[src/heater_pkg.sv]
// Constants, types and encodings for the heater board control and status block
// Function
// - Drive separate energize permits for center and end coil sections.
// - Drive a three-bit power-setting selection for each coil section.
// - Drive a duty-ratio selection line to the heater board.
// - Any logged heater fault code removes coil energization and raises service call; the all-high warning alone does not.
// - All lines low at power-on, cover closed: code C471, counter 11.
// - Normal operation, missing AC supply: code C472, counter 12.
// - Normal operation, low low high: surge, code C473, counter 13.
// - Normal operation, low high low: switching fault, code C481, counter 14.
// - High low low in normal operation is healthy, nothing logged.
// - All lines high is a low-voltage warning, no code or counter until held 10 ms, then code C474.
// - High high low: input-current low limit, code C490, counter 16.
// - Supply below 75 percent of rated: code C474, counter 17.
// - Cover open, low low, third ignored: code C475, counter 10.
// - Two coil sections, center and ends, controlled independently.
// - Error counter two or more at power-up: no heating, repeated fault.
package heater_pkg;

  localparam int CLK_PERIOD_NS = 4;
  // Status must hold this long before it is decoded
  localparam int FILTER_TIME_NS = 1000;
  localparam int FILTER_CYCLES = (FILTER_TIME_NS + CLK_PERIOD_NS - 1) / CLK_PERIOD_NS;
  localparam int FILTER_W = $clog2(FILTER_CYCLES + 1);
  // All-high held this long is taken as the deep under-voltage case
  localparam int LOW_LIMIT_TIME_US = 10000;
  localparam int LOW_LIMIT_CYCLES = LOW_LIMIT_TIME_US * 1000 / CLK_PERIOD_NS;
  localparam int LOW_W = 24;

  localparam int STATUS_W = 3;
  localparam int SEL_W = 3;
  localparam int CODE_W = 16;
  localparam int COUNT_W = 5;

  localparam logic [COUNT_W-1:0] REPEAT_LIMIT = 5'h02;

  // Pattern as {line0, line1, line2}
  localparam logic [STATUS_W-1:0] PAT_LLL = 3'h0;
  localparam logic [STATUS_W-1:0] PAT_LLH = 3'h1;
  localparam logic [STATUS_W-1:0] PAT_LHL = 3'h2;
  localparam logic [STATUS_W-1:0] PAT_LHH = 3'h3;
  localparam logic [STATUS_W-1:0] PAT_HLL = 3'h4;
  localparam logic [STATUS_W-1:0] PAT_HHL = 3'h6;
  localparam logic [STATUS_W-1:0] PAT_HHH = 3'h7;

  localparam logic [CODE_W-1:0] CODE_NONE = 16'h0000;
  localparam logic [CODE_W-1:0] CODE_C471 = 16'hc471;
  localparam logic [CODE_W-1:0] CODE_C472 = 16'hc472;
  localparam logic [CODE_W-1:0] CODE_C473 = 16'hc473;
  localparam logic [CODE_W-1:0] CODE_C474 = 16'hc474;
  localparam logic [CODE_W-1:0] CODE_C475 = 16'hc475;
  localparam logic [CODE_W-1:0] CODE_C480 = 16'hc480;
  localparam logic [CODE_W-1:0] CODE_C481 = 16'hc481;
  localparam logic [CODE_W-1:0] CODE_C490 = 16'hc490;

  localparam logic [COUNT_W-1:0] CNT_NONE = 5'h00;
  localparam logic [COUNT_W-1:0] CNT_C475 = 5'h0a;
  localparam logic [COUNT_W-1:0] CNT_C471 = 5'h0b;
  localparam logic [COUNT_W-1:0] CNT_C472 = 5'h0c;
  localparam logic [COUNT_W-1:0] CNT_C473 = 5'h0d;
  localparam logic [COUNT_W-1:0] CNT_C481 = 5'h0e;
  localparam logic [COUNT_W-1:0] CNT_C480 = 5'h0f;
  localparam logic [COUNT_W-1:0] CNT_C490 = 5'h10;
  localparam logic [COUNT_W-1:0] CNT_C474 = 5'h11;

  typedef struct packed {
    logic line0;
    logic line1;
    logic line2;
  } status_s;

  typedef struct packed {
    logic [CODE_W-1:0] code;
    logic [COUNT_W-1:0] count;
  } err_s;

  typedef struct packed {
    logic [SEL_W-1:0] sec1;
    logic [SEL_W-1:0] sec2;
    logic duty;
  } power_s;

  typedef enum logic [1:0] {
    S_INIT = 2'b00,
    S_RUN = 2'b01,
    S_FAULT = 2'b10
  } state_e;

endpackage

[src/status_filter.sv]
// Two-stage synchronizer and stability filter for the heater status lines
`timescale 1ns/1ns
module status_filter
  import heater_pkg::*;
(
  input wire logic clock,
  input wire logic reset,
  input wire logic [STATUS_W-1:0] raw,
  output logic [STATUS_W-1:0] stable,
  output logic valid
);

  logic [STATUS_W-1:0] sync1_q, sync2_q, cand_q, cand_d, stable_q, stable_d;
  logic [FILTER_W-1:0] cnt_q, cnt_d;
  logic valid_q, valid_d;

  always_comb begin
    cand_d = sync2_q;
    cnt_d = cnt_q;
    stable_d = stable_q;
    valid_d = valid_q;
    if (sync2_q != cand_q) begin
      cnt_d = '0;
    end else if (cnt_q != FILTER_W'(FILTER_CYCLES)) begin
      cnt_d = cnt_q + FILTER_W'(1);
    end else begin
      stable_d = cand_q;
      valid_d = 1'b1;
    end
  end

  always_ff @(posedge clock) begin
    if (reset) begin
      sync1_q <= '0;
      sync2_q <= '0;
      cand_q <= '0;
      cnt_q <= '0;
      stable_q <= '0;
      valid_q <= 1'b0;
    end else begin
      sync1_q <= raw;
      sync2_q <= sync1_q;
      cand_q <= cand_d;
      cnt_q <= cnt_d;
      stable_q <= stable_d;
      valid_q <= valid_d;
    end
  end

  assign stable = stable_q;
  assign valid = valid_q;
endmodule

[src/heater_ctrl.sv]
// Logic-board side control and status decode for the induction heater board
`timescale 1ns/1ns
module heater_ctrl
  import heater_pkg::*;
#(
  parameter int LOW_LIMIT_CYC = LOW_LIMIT_CYCLES
) (
  input wire logic clock,
  input wire logic reset,
  input wire logic heat_req_center,
  input wire logic heat_req_ends,
  input wire logic [SEL_W-1:0] power_req_center,
  input wire logic [SEL_W-1:0] power_req_ends,
  input wire logic duty_req,
  input wire logic cover_open,
  input wire logic [COUNT_W-1:0] stored_count,
  input wire logic heater_status0,
  input wire logic heater_status1,
  input wire logic heater_status2,
  output logic coil_sec1_permit,
  output logic coil_sec2_permit,
  output logic sec1_power_sel0,
  output logic sec1_power_sel1,
  output logic sec1_power_sel2,
  output logic sec2_power_sel0,
  output logic sec2_power_sel1,
  output logic sec2_power_sel2,
  output logic duty_ratio_sel,
  output logic service_call,
  output logic repeated_fault,
  output logic low_voltage_warn,
  output logic error_valid,
  output logic [CODE_W-1:0] error_code,
  output logic [COUNT_W-1:0] error_count
);

  status_s pat;
  logic [STATUS_W-1:0] stable;
  logic valid;

  status_filter u_filter (
    .clock(clock),
    .reset(reset),
    .raw({heater_status0, heater_status1, heater_status2}),
    .stable(stable),
    .valid(valid)
  );

  assign pat = status_s'(stable);

  state_e state_q, state_d;
  err_s err_q, err_d;
  power_s pwr_q, pwr_d;
  logic sec1_q, sec1_d, sec2_q, sec2_d;
  logic rep_q, rep_d, warn_q, warn_d, evt_q, evt_d;
  logic [LOW_W-1:0] low_q, low_d;
  logic hit;
  err_s hit_err;

  // Fault decode, only looked at once the pattern is stable
  always_comb begin
    hit = 1'b0;
    hit_err = '{code: CODE_NONE, count: CNT_NONE};
    if (cover_open) begin
      if (!pat.line0 && !pat.line1) begin
        hit = 1'b1;
        hit_err = '{code: CODE_C475, count: CNT_C475};
      end
    end else begin
      case (stable)
        PAT_LLL: begin
          hit = 1'b1;
          hit_err = '{code: CODE_C472, count: CNT_C472};
        end
        PAT_LLH: begin
          hit = 1'b1;
          hit_err = '{code: CODE_C473, count: CNT_C473};
        end
        PAT_LHL: begin
          hit = 1'b1;
          hit_err = '{code: CODE_C481, count: CNT_C481};
        end
        PAT_LHH: begin
          hit = 1'b1;
          hit_err = '{code: CODE_C480, count: CNT_C480};
        end
        PAT_HHL: begin
          hit = 1'b1;
          hit_err = '{code: CODE_C490, count: CNT_C490};
        end
        PAT_HHH: begin
          if (low_q == LOW_W'(LOW_LIMIT_CYC)) begin
            hit = 1'b1;
            hit_err = '{code: CODE_C474, count: CNT_C474};
          end
        end
        default: begin
          hit = 1'b0;
        end
      endcase
    end
  end

  always_comb begin
    state_d = state_q;
    err_d = err_q;
    rep_d = rep_q;
    evt_d = 1'b0;
    warn_d = 1'b0;
    low_d = '0;
    case (state_q)
      S_INIT: begin
        if (stored_count >= REPEAT_LIMIT) begin
          state_d = S_FAULT;
          rep_d = 1'b1;
        end else if (valid) begin
          if (!cover_open && stable == PAT_LLL) begin
            state_d = S_FAULT;
            err_d = '{code: CODE_C471, count: CNT_C471};
            evt_d = 1'b1;
          end else begin
            state_d = S_RUN;
          end
        end
      end
      S_RUN: begin
        if (!cover_open && stable == PAT_HHH) begin
          warn_d = 1'b1;
          if (low_q != LOW_W'(LOW_LIMIT_CYC)) begin
            low_d = low_q + LOW_W'(1);
          end else begin
            low_d = low_q;
          end
        end
        if (hit) begin
          state_d = S_FAULT;
          err_d = hit_err;
          evt_d = 1'b1;
        end
      end
      S_FAULT: begin
        state_d = S_FAULT;
      end
      default: begin
        state_d = S_FAULT;
      end
    endcase
  end

  // Outputs only move in RUN; a latched fault holds every drive off until reset
  always_comb begin
    sec1_d = heat_req_center && state_d == S_RUN;
    sec2_d = heat_req_ends && state_d == S_RUN;
    pwr_d = '{sec1: '0, sec2: '0, duty: 1'b0};
    if (state_d == S_RUN) begin
      pwr_d = '{sec1: power_req_center, sec2: power_req_ends, duty: duty_req};
    end
  end

  always_ff @(posedge clock) begin
    if (reset) begin
      state_q <= S_INIT;
      err_q <= '{code: CODE_NONE, count: CNT_NONE};
      rep_q <= 1'b0;
      evt_q <= 1'b0;
      warn_q <= 1'b0;
      low_q <= '0;
      sec1_q <= 1'b0;
      sec2_q <= 1'b0;
      pwr_q <= '{sec1: '0, sec2: '0, duty: 1'b0};
    end else begin
      state_q <= state_d;
      err_q <= err_d;
      rep_q <= rep_d;
      evt_q <= evt_d;
      warn_q <= warn_d;
      low_q <= low_d;
      sec1_q <= sec1_d;
      sec2_q <= sec2_d;
      pwr_q <= pwr_d;
    end
  end

  assign coil_sec1_permit = sec1_q;
  assign coil_sec2_permit = sec2_q;
  assign sec1_power_sel0 = pwr_q.sec1[0];
  assign sec1_power_sel1 = pwr_q.sec1[1];
  assign sec1_power_sel2 = pwr_q.sec1[2];
  assign sec2_power_sel0 = pwr_q.sec2[0];
  assign sec2_power_sel1 = pwr_q.sec2[1];
  assign sec2_power_sel2 = pwr_q.sec2[2];
  assign duty_ratio_sel = pwr_q.duty;
  assign service_call = state_q == S_FAULT;
  assign repeated_fault = rep_q;
  assign low_voltage_warn = warn_q;
  assign error_valid = evt_q;
  assign error_code = err_q.code;
  assign error_count = err_q.count;
endmodule

[config.mk]
export PLATFORM = sky130hd
export DESIGN_NAME = heater_ctrl
export DESIGN_NICKNAME = d
export VERILOG_FILES = /design/src/heater_pkg.sv /design/src/status_filter.sv /design/src/heater_ctrl.sv
export SDC_FILE = /design/constraint.sdc
export NUM_CORES = 1
export LEC_CHECK = 0
export BUFFER_PORTS_ARGS = -buffer_cell sky130_fd_sc_hd__buf_2
export CAP_MARGIN = 40
export CELL_PAD_IN_SITES_DETAIL_PLACEMENT = 1
export CELL_PAD_IN_SITES_GLOBAL_PLACEMENT = 1
export CORE_MARGIN = 1
export CORE_UTILIZATION = 41
export DETAILED_ROUTE_END_ITERATION = 7
export PLACE_DENSITY_LB_ADDON = 0.1
export REMOVE_ABC_BUFFERS = 1
export SLEW_MARGIN = 0
export SYNTH_ARGS = -nofsm -noshare
export SYNTH_HDL_FRONTEND = slang
export SYNTH_SLANG_ARGS = --single-unit
[constraint.sdc]
create_clock -name clock -period 2.05 [get_ports clock]
set_input_delay 0.1025 -clock clock [delete_from_list [all_inputs] [get_ports clock]]
set_output_delay 0.1025 -clock clock [all_outputs]
set_load 0.01 [all_outputs]
# --- Word-level counts from Yosys, hierarchy flattened ---
# Cells that the tools add are included.
# W data, S select, Z words.
classes:
  addsub: 2
  n_mul: 0
  n_div: 0
  magnitude_cmp: 1
  n_eq_ne: 16
  shift: 0
  n_mux: 24
  n_bitwise: 5
  n_reduce_logical: 19
op_table:
  columns: ["operator", "count"]
  rows:
  - ["$mux W21", 7]
  - ["$pmux W21 S6", 1]
  - ["$pmux W21 S2", 1]
  - ["$add A24 B1 Y24 const B", 1]
  - ["$eq A24 B22 Y1 const B", 1]
  - ["$ne A24 B22 Y1 const B", 1]
  - ["$add A8 B1 Y8 const B", 1]
  - ["$mux W1", 8]
  - ["$mux W2", 4]
  - ["$ne A8 B8 Y1 const B", 1]
  - ["$eq A3 B2 Y1 const B", 2]
  - ["$eq A3 B3 Y1 const B", 2]
  - ["$ne A2 B2 Y1 const B", 3]
  - ["$reduce_or A2 Y1", 3]
  - ["$ge A5 B2 Y1 const B", 1]
  - ["$logic_and A1 B1 Y1", 5]
  - ["$not A1 Y1", 5]
  - ["$reduce_and A5 Y1", 1]
  - ["$reduce_or A5 Y1", 1]
  - ["$eq A2 B1 Y1 const B", 2]
  - ["$pmux W1 S2", 2]
  - ["$pmux W2 S2", 1]
  - ["$reduce_and A2 Y1", 2]
  - ["$eq A3 B1 Y1 const B", 1]
  - ["8 further kinds", 10]
word_totals:
  ff_bits: 80
  latchBits: 0
  mem_bits_rw: 0
  rom_bits: 0
  in_bits: 20
  output_inout_bits: 34
  memories: 0

# --- Longest topological paths before layout ---
# Gate-level depths: netlist (run 1).
depth:
  depth_word: 9
  mapped_depth: 8
  mapped_depth_nobuf: 7

# --- Hierarchy ---
# A second synthesis (run 1) with hierarchy kept.
unflattened:
  cells_unflattened: 334
  area_unflattened_um2: 3049.2
modules_own_cells:
  columns: ["mod", "instances", "cells_per_inst", "area_per_inst_um2", "seq_area_each_um2"]
  rows:
  - ["heater_ctrl", 1, 255, 2232.1, 1001.0]
  - ["status_filter", 1, 79, 817.0, 420.4]

# --- Worst setup path after synthesis (run 1) ---
# OpenSTA, ideal clock, no wires.
synth_path:
  path_type: "register to register"
  from: "register low_q[0]"
  to: "register err_q (netlist bit error_count[1])"
  setup_time_ps: 87
  arrival_ps: 1791
  setup_slack_ps: 172
  stages_incl_launch_ff: 8
  path_buffers: 0
  path_cell_list: "dfxtp_1 inv_1 ha_1 and4b_1 nand4_2 a221o_1 or4_1 o31ai_1"
synth_between:
  elab_chain_cells: 6
synth_rtl:
  columns: ["element", "line_no", "text"]
  rows:
  - ["start: declaration", "heater_ctrl.sv:56", "logic [LOW_W-1:0] low_q, low_d;"]
  - ["start signal: assignment", "heater_ctrl.sv:177", "low_q <= low_d;"]
  - ["$eq A24 B22 Y1", "heater_ctrl.sv:92", "if (low_q == LOW_W'(LOW_LIMIT_CYC)) begin"]
  - ["$mux W1", "heater_ctrl.sv:92", null]
  - ["$pmux W1 S2", "heater_ctrl.sv:70", "case (stable)"]
  - ["$mux W1", "heater_ctrl.sv:64", "if (cover_open) begin"]
  - ["$ne A2 B2 Y1 (no line)", null, null]
  - ["$reduce_and A5 Y1 (no line)", null, null]
  - ["end signal: assignment", "heater_ctrl.sv:163", "err_q <= '{code: CODE_NONE, count: CNT_NONE};"]
  - ["end signal: assignment", "heater_ctrl.sv:173", "err_q <= err_d;"]
  - ["end: declaration", "heater_ctrl.sv:52", "err_s err_q, err_d;"]
# No other way between the ends.
# A chain may end at the register's enable or synchronous reset.

# --- Final worst setup path (run 1) ---
# Ends and elaborated chain as after synthesis.

==> flow_summary.toml, run 1 <==
[run_status]
outcome = "finished, final reports clean"

[detailed_routing]
wl_met3_um = 280
drcViolationCount = 0
ant_nets = 0
wl_per_cell_um = 14.21
first_pass_iters = 4
m1WireLength_um = 3502
wl_met2_um = 3472
drt-total-wl_um = 7319
num_vias = 2595
drt-initial-drc-count = 50
post_drt_via_cell_ratio = 5.039
top_layer = "met4"

[global_route]
track_usage = 0.2051
grt_pass1_vias = 2598
antenna_found_initial = 0
grt_max_degree = 26
overflow = 0
grt_pass1_wl_um = 12010

[clock_tree]
cts_tree = "yes"
cts.sinks = 71
cts_made_buffers = 9
cts_max_level = 3
clock_path_buffers = 2
cts.reportedPaths.clkPinSlew_ns = 0.08
root_buffer = "clkbuf_8"
clkLatencyLatePin_ns = 0.35

[cells_and_area]
fill_cells = 826
drive_above_1_share = 0.2005
area_delta_synth_final_pct = 22.82
utilization = 0.5353
multi_input_area_mm2 = 0.001478
most-common-layout-cells = "dfxtp_1 (71), nor2_1 (46), buf_2 (46)"
seq_area_mm2 = 0.001421
final_common_cell = "dfxtp_1"
nNetsFinal = 438
diodes = 0

[logic_synthesis]
synthCells = 348
synth-async-reset-ratio = 0
ys_top_cells_by_area = "dfxtp_1 (47%), nor2_1 (5.7%), xnor2_1 (5.2%), nand2_1 (4.0%), a21oi_1 (3.8%)"
yosysUniqueCellTypes = 45
synth_ff_type = "dfxtp_1"
ys_seq_area_frac = 0.4696
syn_area_per_cell_um2 = 8.697
synth_top_area_cell = "dfxtp_1"
yosysWarnings = 0
ys_seq_elements = 71
synth_edf_count = 0
synthesis.area_mm2 = 0.003027
synth_top_area_share = 0.4696

[setup_path]
critical_path_class = "reg2reg"
cp-end-kind = "register"
rr_startpoint = "low_q[0]"
worstPathRequired_ns = 2.31
crit_fanout = 8
cp-startpoint = "low_q[0]"
start_kind = "register"
cp.arrival_ns = 2.23

[placement]
dp_hpwl_um = 4977
place_congestion = 0.7808
port_buffers = 46

[timing]
rsz0062_at_grt = "no"
worstMarginPinSlew_ns = 0.5888
finalMaxSlewViolations = 0
finalCritPeriodShare = 0.9591
finalClockSkew_ns = 0.009186
final_hold_viol_count = 0
fmax_mhz = 508.6
fin_crit_ns = 1.966
finalSetupViolations = 0
setup-tns-final_ns = 0
slew_headroom = 0.6053

[die]
start_util = 0.4359
die_y_um = 87.92
ios = 54
die_w_um = 87.92
design.core.area_mm2 = 0.006944
rows = 30
die-area_mm2 = 0.007730

[power_and_ir_drop]
p_per_area_mw_per_mm2 = 722.9
ir_drop_uv = 467.7
p_leak_nw = 1.428
p_total_w = 0.002687

[worst_hold_path]
hp-start = "reset"
hp-class = "in2reg"

[job]
drv_cap = 0
## cell usage after synthesis (all sizes together) (2+ instances only)
cell type and count:
nand4 8, nor2b 12, o32ai 2, clkbuf 12
buf 9, and2 2, nand2 32, a21oi 23
xor2 12, and4 2, o31ai 2, and4bb 2
nand2b 2, nor2 46, or3b 2, and3 4
or3 5, o21a 3, nor3 12, o21ai 12
nor4 5, nor3b 2, inv 11, xnor2 18
mux2i 2, a211oi 3, ha 4, nand3 17
dfxtp 71
## final cells by class
cell class | count | share of cell area
clock buffer | 12 | 0.04174
clock inverter | 4 | 0.01447
sequential | 71 | 0.3824
multi-input combinational | 250 | 0.3975
timing repair buffer | 71 | 0.1205
inverter | 11 | 0.01111
tap | 96 | 0.03231
## worst max-delay path, cell delays in order (launching register included)
cell     delay, ns
dfxtp_1       0.36
inv_2         0.08
ha_1          0.15
and4b_1       0.21
nand4_2       0.10
a221o_2       0.43
or4_1         0.48
o31ai_1       0.07
## routing by layer
metal / GRT usage / vias up
li1: - / 1309
met4: 0.04918 / 0
met2: 0.3376 / 48
met1: 0.2559 / 1231
met3: 0.07352 / 7
met5: 0 / -
## what timing repair did
action,CTS,global route
hold endpoints to repair,11,1
endpoints found under the setup margin,0,6
buffers inserted,0,1
hold buffers,11,1
resized for setup,0,3
## flip-flops by register name, indices dropped and copies added (netlist names), 2 cells and up
register	count
error_code	7
error_count	5
low_q	24
state_q	2
u_filter.cand_d	3
u_filter.cand_q	3
u_filter.cnt_q	8
u_filter.stable	3
u_filter.sync1_q	3
## report_power, final
part | switching (W) | leakage, nW | internal, W
clock | 0.000537 | 0.0988 | 0.000631
sequential | 0.00000932 | 0.574 | 0.00139
combinational | 0.0000614 | 0.755 | 0.0000563
## kinds of logic (layout without fill, tap and decap cells)
| logic type | after synthesis | count (layout) | synth area share |
|---|---|---|---|
| muxes | 2 | 2 | 0.006615 |
| other | 1 | 6 | 0.001239 |
| and+or+nand+nor | 158 | 158 | 0.2691 |
| buffers and inverters | 32 | 98 | 0.05084 |
| DFF | 71 | 71 | 0.4696 |
| AOI/OAI and AO/OA | 50 | 50 | 0.09921 |
| adders and majority gates | 4 | 4 | 0.01654 |
| xor gates and xnor gates | 30 | 30 | 0.08681 |
## stage by stage
step / hold WS (ns) / instances / setup WS (ns) / cell area [µm²]
2_1_floorplan: 0.1716 / 332 / 0.1159 / 2933
3_3_place_gp: 0.3195 / 486 / 0.08688 / 3373
3_5_place_dp: 0.3330 / 486 / 0.04432 / 3373
4_1_cts: 0.004884 / 513 / 0.005442 / 3692
5_1_grt: 0.1053 / 515 / 0.0004727 / 3717
6_report: 0.1092 / 515 / 0.08390 / 3717
## worst paths after layout
path | to | slack, ns | depth (start not counted)
worst max-delay path | error_count[1] | 0.08 | 7
worst min-delay path | u_filter.cand_d[1] | 0.11 | 2
worst max register to register | error_count[1] | 0.08 | 7
worst min register to register | u_filter.cand_d[0] | 0.44 | 1
(Power assumes the default switching activity.)
==> run 2: changes to the inputs <==
--- a/config.mk
+++ b/config.mk
@@ -7,2 +7,3 @@
 export LEC_CHECK = 0
+export ABC_AREA = 1
 export BUFFER_PORTS_ARGS = -buffer_cell sky130_fd_sc_hd__buf_2
@@ -12,3 +13,3 @@
 export CORE_MARGIN = 1
-export CORE_UTILIZATION = 41
+export CORE_UTILIZATION = 40
 export DETAILED_ROUTE_END_ITERATION = 7
@@ -16,2 +17,3 @@
 export REMOVE_ABC_BUFFERS = 1
+export SKIP_LAST_GASP = 1
 export SLEW_MARGIN = 0
--- a/constraint.sdc
+++ b/constraint.sdc
@@ -3,2 +3,2 @@
 set_output_delay 0.1025 -clock clock [all_outputs]
-set_load 0.01 [all_outputs]
+set_load 0.1 [all_outputs]
==> flow_summary.toml, run 2 <==
[run_status]
outcome = "finished, final reports clean"

[timing]
fin_crit_ns = 1.774
finalClockSkew_ns = 0.005599
finalSetupViolations = 0
fmax_mhz = 563.6
whs_ns = 0.1666
finalCritPeriodShare = 0.8655
final_hold_viol_count = 0
rsz0062_at_grt = "no"
fin_ws_ns = 0.2757
finalMaxSlewViolations = 0

[worst_hold_path]
hold_end = "error_code[4]"
min_path_cells = 4
hp-start = "reset"
hp-class = "in2reg"

[cells_and_area]
drive_above_1_share = 0.2121
final_common_cell = "nand2_1"
final_cells = 597
area_delta_synth_final_pct = 18.50
top_register = "low_q"
most-common-layout-cells = "nand2_1 (72), dfxtp_1 (71), inv_1 (59)"
nNetsFinal = 514
fin_area_mm2 = 0.003807
largest_reg_flops = 24
diodes = 0
utilization = 0.4902

[global_route]
antenna_found_initial = 0
overflow = 0
grt_max_degree = 21
grt_pass1_vias = 2895
grt_pass1_wl_um = 12710
track_usage = 0.1909

[clock_tree]
clock_path_buffers = 2
cts_max_level = 3
cts_made_buffers = 9
cts_tree = "yes"
cts.sinks = 71
clkLatencyLatePin_ns = 0.34
root_buffer = "clkbuf_8"
cts.reportedPaths.clkPinSlew_ns = 0.08

[logic_synthesis]
ys_top_cells_by_area = "dfxtp_1 (44%), nand2_1 (8.4%), inv_1 (6.9%), nor2_1 (6.7%), a21oi_1 (6.2%)"
yosysWarnings = 0
synthCells = 425
synth_top_family_by_area = "simple AND/OR/NAND/NOR gates"
synth_ff_type = "dfxtp_1"
synth-async-reset-ratio = 0
yosysUniqueCellTypes = 44
synthTopCellsByCount = "nand2_1 (72), dfxtp_1 (71), inv_1 (59), nor2_1 (57), a21oi_1 (40)"
synth_simple_gate_area_share = 0.2948
synth-compound-area-share = 0.1246
yosysMostFrequentCell = "nand2_1"
ys_seq_elements = 71
synth_edf_count = 0
synthAdderAreaFrac = 0.01558
synth_top_area_share = 0.4424
synthesis.area_mm2 = 0.003213
muxShareOfSynthArea = 0
synth_xor_area_frac = 0.01363
syn_area_per_cell_um2 = 7.560
synth_top_area_cell = "dfxtp_1"
ys_seq_area_frac = 0.4424

[detailed_routing]
drt-total-wl_um = 7380
post_drt_via_cell_ratio = 4.695
drcViolationCount = 0
ant_nets = 0
drt-initial-drc-count = 57
first_pass_iters = 4
num_vias = 2803
wl_per_cell_um = 12.36

[setup_path]
rr_startpoint = "u_filter.cnt_q[0]"
rrSetupSlack_ns = 0.28
cp-end-kind = "register"
worstPathRequired_ns = 2.29
reg2reg_depth = 7
critical_path_class = "reg2reg"
start_kind = "register"
r2r_end = "u_filter.stable[1]"
crit_fanout = 7
cp.arrival_ns = 2.01

[placement]
port_buffers = 46
placed_area_mm2 = 0.003528
place_congestion = 0.7821
pre_cts_ws_ns = 0.2612
dp.cells = 569
dp_hpwl_um = 5490

[power_and_ir_drop]
comb_power_share = 0.071
power.switching_w = 0.0006600
internal_power_w = 0.001875
p_leak_nw = 1.561
ir_drop_uv = 347.4
seqPwrFrac = 0.553
sw_frac_of_total = 0.2603
clock_power_share = 0.375
p_per_area_mw_per_mm2 = 665.9

[die]
die_y_um = 91.63
rows = 32
die_w_um = 91.63
ios = 54
die-area_mm2 = 0.008395
design.core.area_mm2 = 0.007767
start_util = 0.4137

[job]
drv_cap = 0
## run 2: changes by cell type after synthesis, moves of 9 or more
cell      delta
nor2_2      +14
inv_1       +48
nor2_1      +11
clkbuf_1    -10
nor2b_1     -12
a21oi_1     +17
xnor2_1     -16
xor2_1       -9
nand2_1     +40
## run 2: worst max-delay path, cell delays in order (launching register included)
cell and delay [ns]:
dfxtp_1 0.36, inv_1 0.10, ha_1 0.15, nand2_1 0.06
nor4_2 0.42, nand2_1 0.29, o21ai_0 0.25, a21oi_1 0.05
## run 2: kinds of logic after synthesis
group,after synthesis
AND/OR/NAND/NOR,195
flip-flops,71
other,1
adder cells (fa/ha/maj),4
AO/OA/AOI/OAI,70
buffers and inverters,79
XOR/XNOR,5
## run 2: power by group through the flow
stage          sequential, W  combinational, W  clock (W)
3_5_place_dp         0.00144          0.000163          0
6_report             0.00140          0.000181   0.000952
2_1_floorplan        0.00145          0.000105          0
3_3_place_gp         0.00143          0.000160          0
5_1_grt              0.00140          0.000197    0.00104
4_1_cts              0.00140          0.000181   0.000984
## run 2: final cells by class
cell class / count / area, µm²
clock buffer: 11 / 131.4
clock inverter: 5 / 25.02
fill: 998 / 3960
inverter: 66 / 255.2
multi-input combinational: 280 / 1466
sequential: 71 / 1421
tap: 102 / 127.6
timing repair buffer: 62 / 380.4
## run 2: what timing repair did
item                                    in CTS  in global routing
hold endpoints to repair                    12                  0
endpoints found under the setup margin       0                  1
hold buffers                                12                  0
buffers inserted                             0                  0
resized for setup                            0                  1
## run 2: per-stage QoR
stage	setup TNS, ns	power, W
2_1_floorplan	-1.322	0.001550
3_3_place_gp	0	0.001594
3_5_place_dp	0	0.001598
4_1_cts	0	0.002568
5_1_grt	0	0.002644
6_report	0	0.002535
## run 2: how the worst max path moves through the flow
stage	cells past startpoint	start	slack [ns]	end
final	7	u_filter.cnt_q[0]	0.28	u_filter.stable[1]
after global routing	10	low_q[0]	0.07	low_q[20]
after CTS	10	low_q[0]	0.23	low_q[20]
after detailed placement	10	low_q[0]	0.26	low_q[20]
after global placement	7	u_filter.cnt_q[0]	0.34	u_filter.stable[0]
after floorplan	2	error_code[14]	-0.53	error_code[14]
## run 2: metal layers
metal | wire, µm | up-vias | GRT usage
li1 | - | 1457 | -
met1 | 3407 | 1289 | 0.2243
met2 | 3574 | 45 | 0.3283
met3 | 256 | 12 | 0.04478
met4 | 142 | 0 | 0.08730
met5 | 0 | - | 0
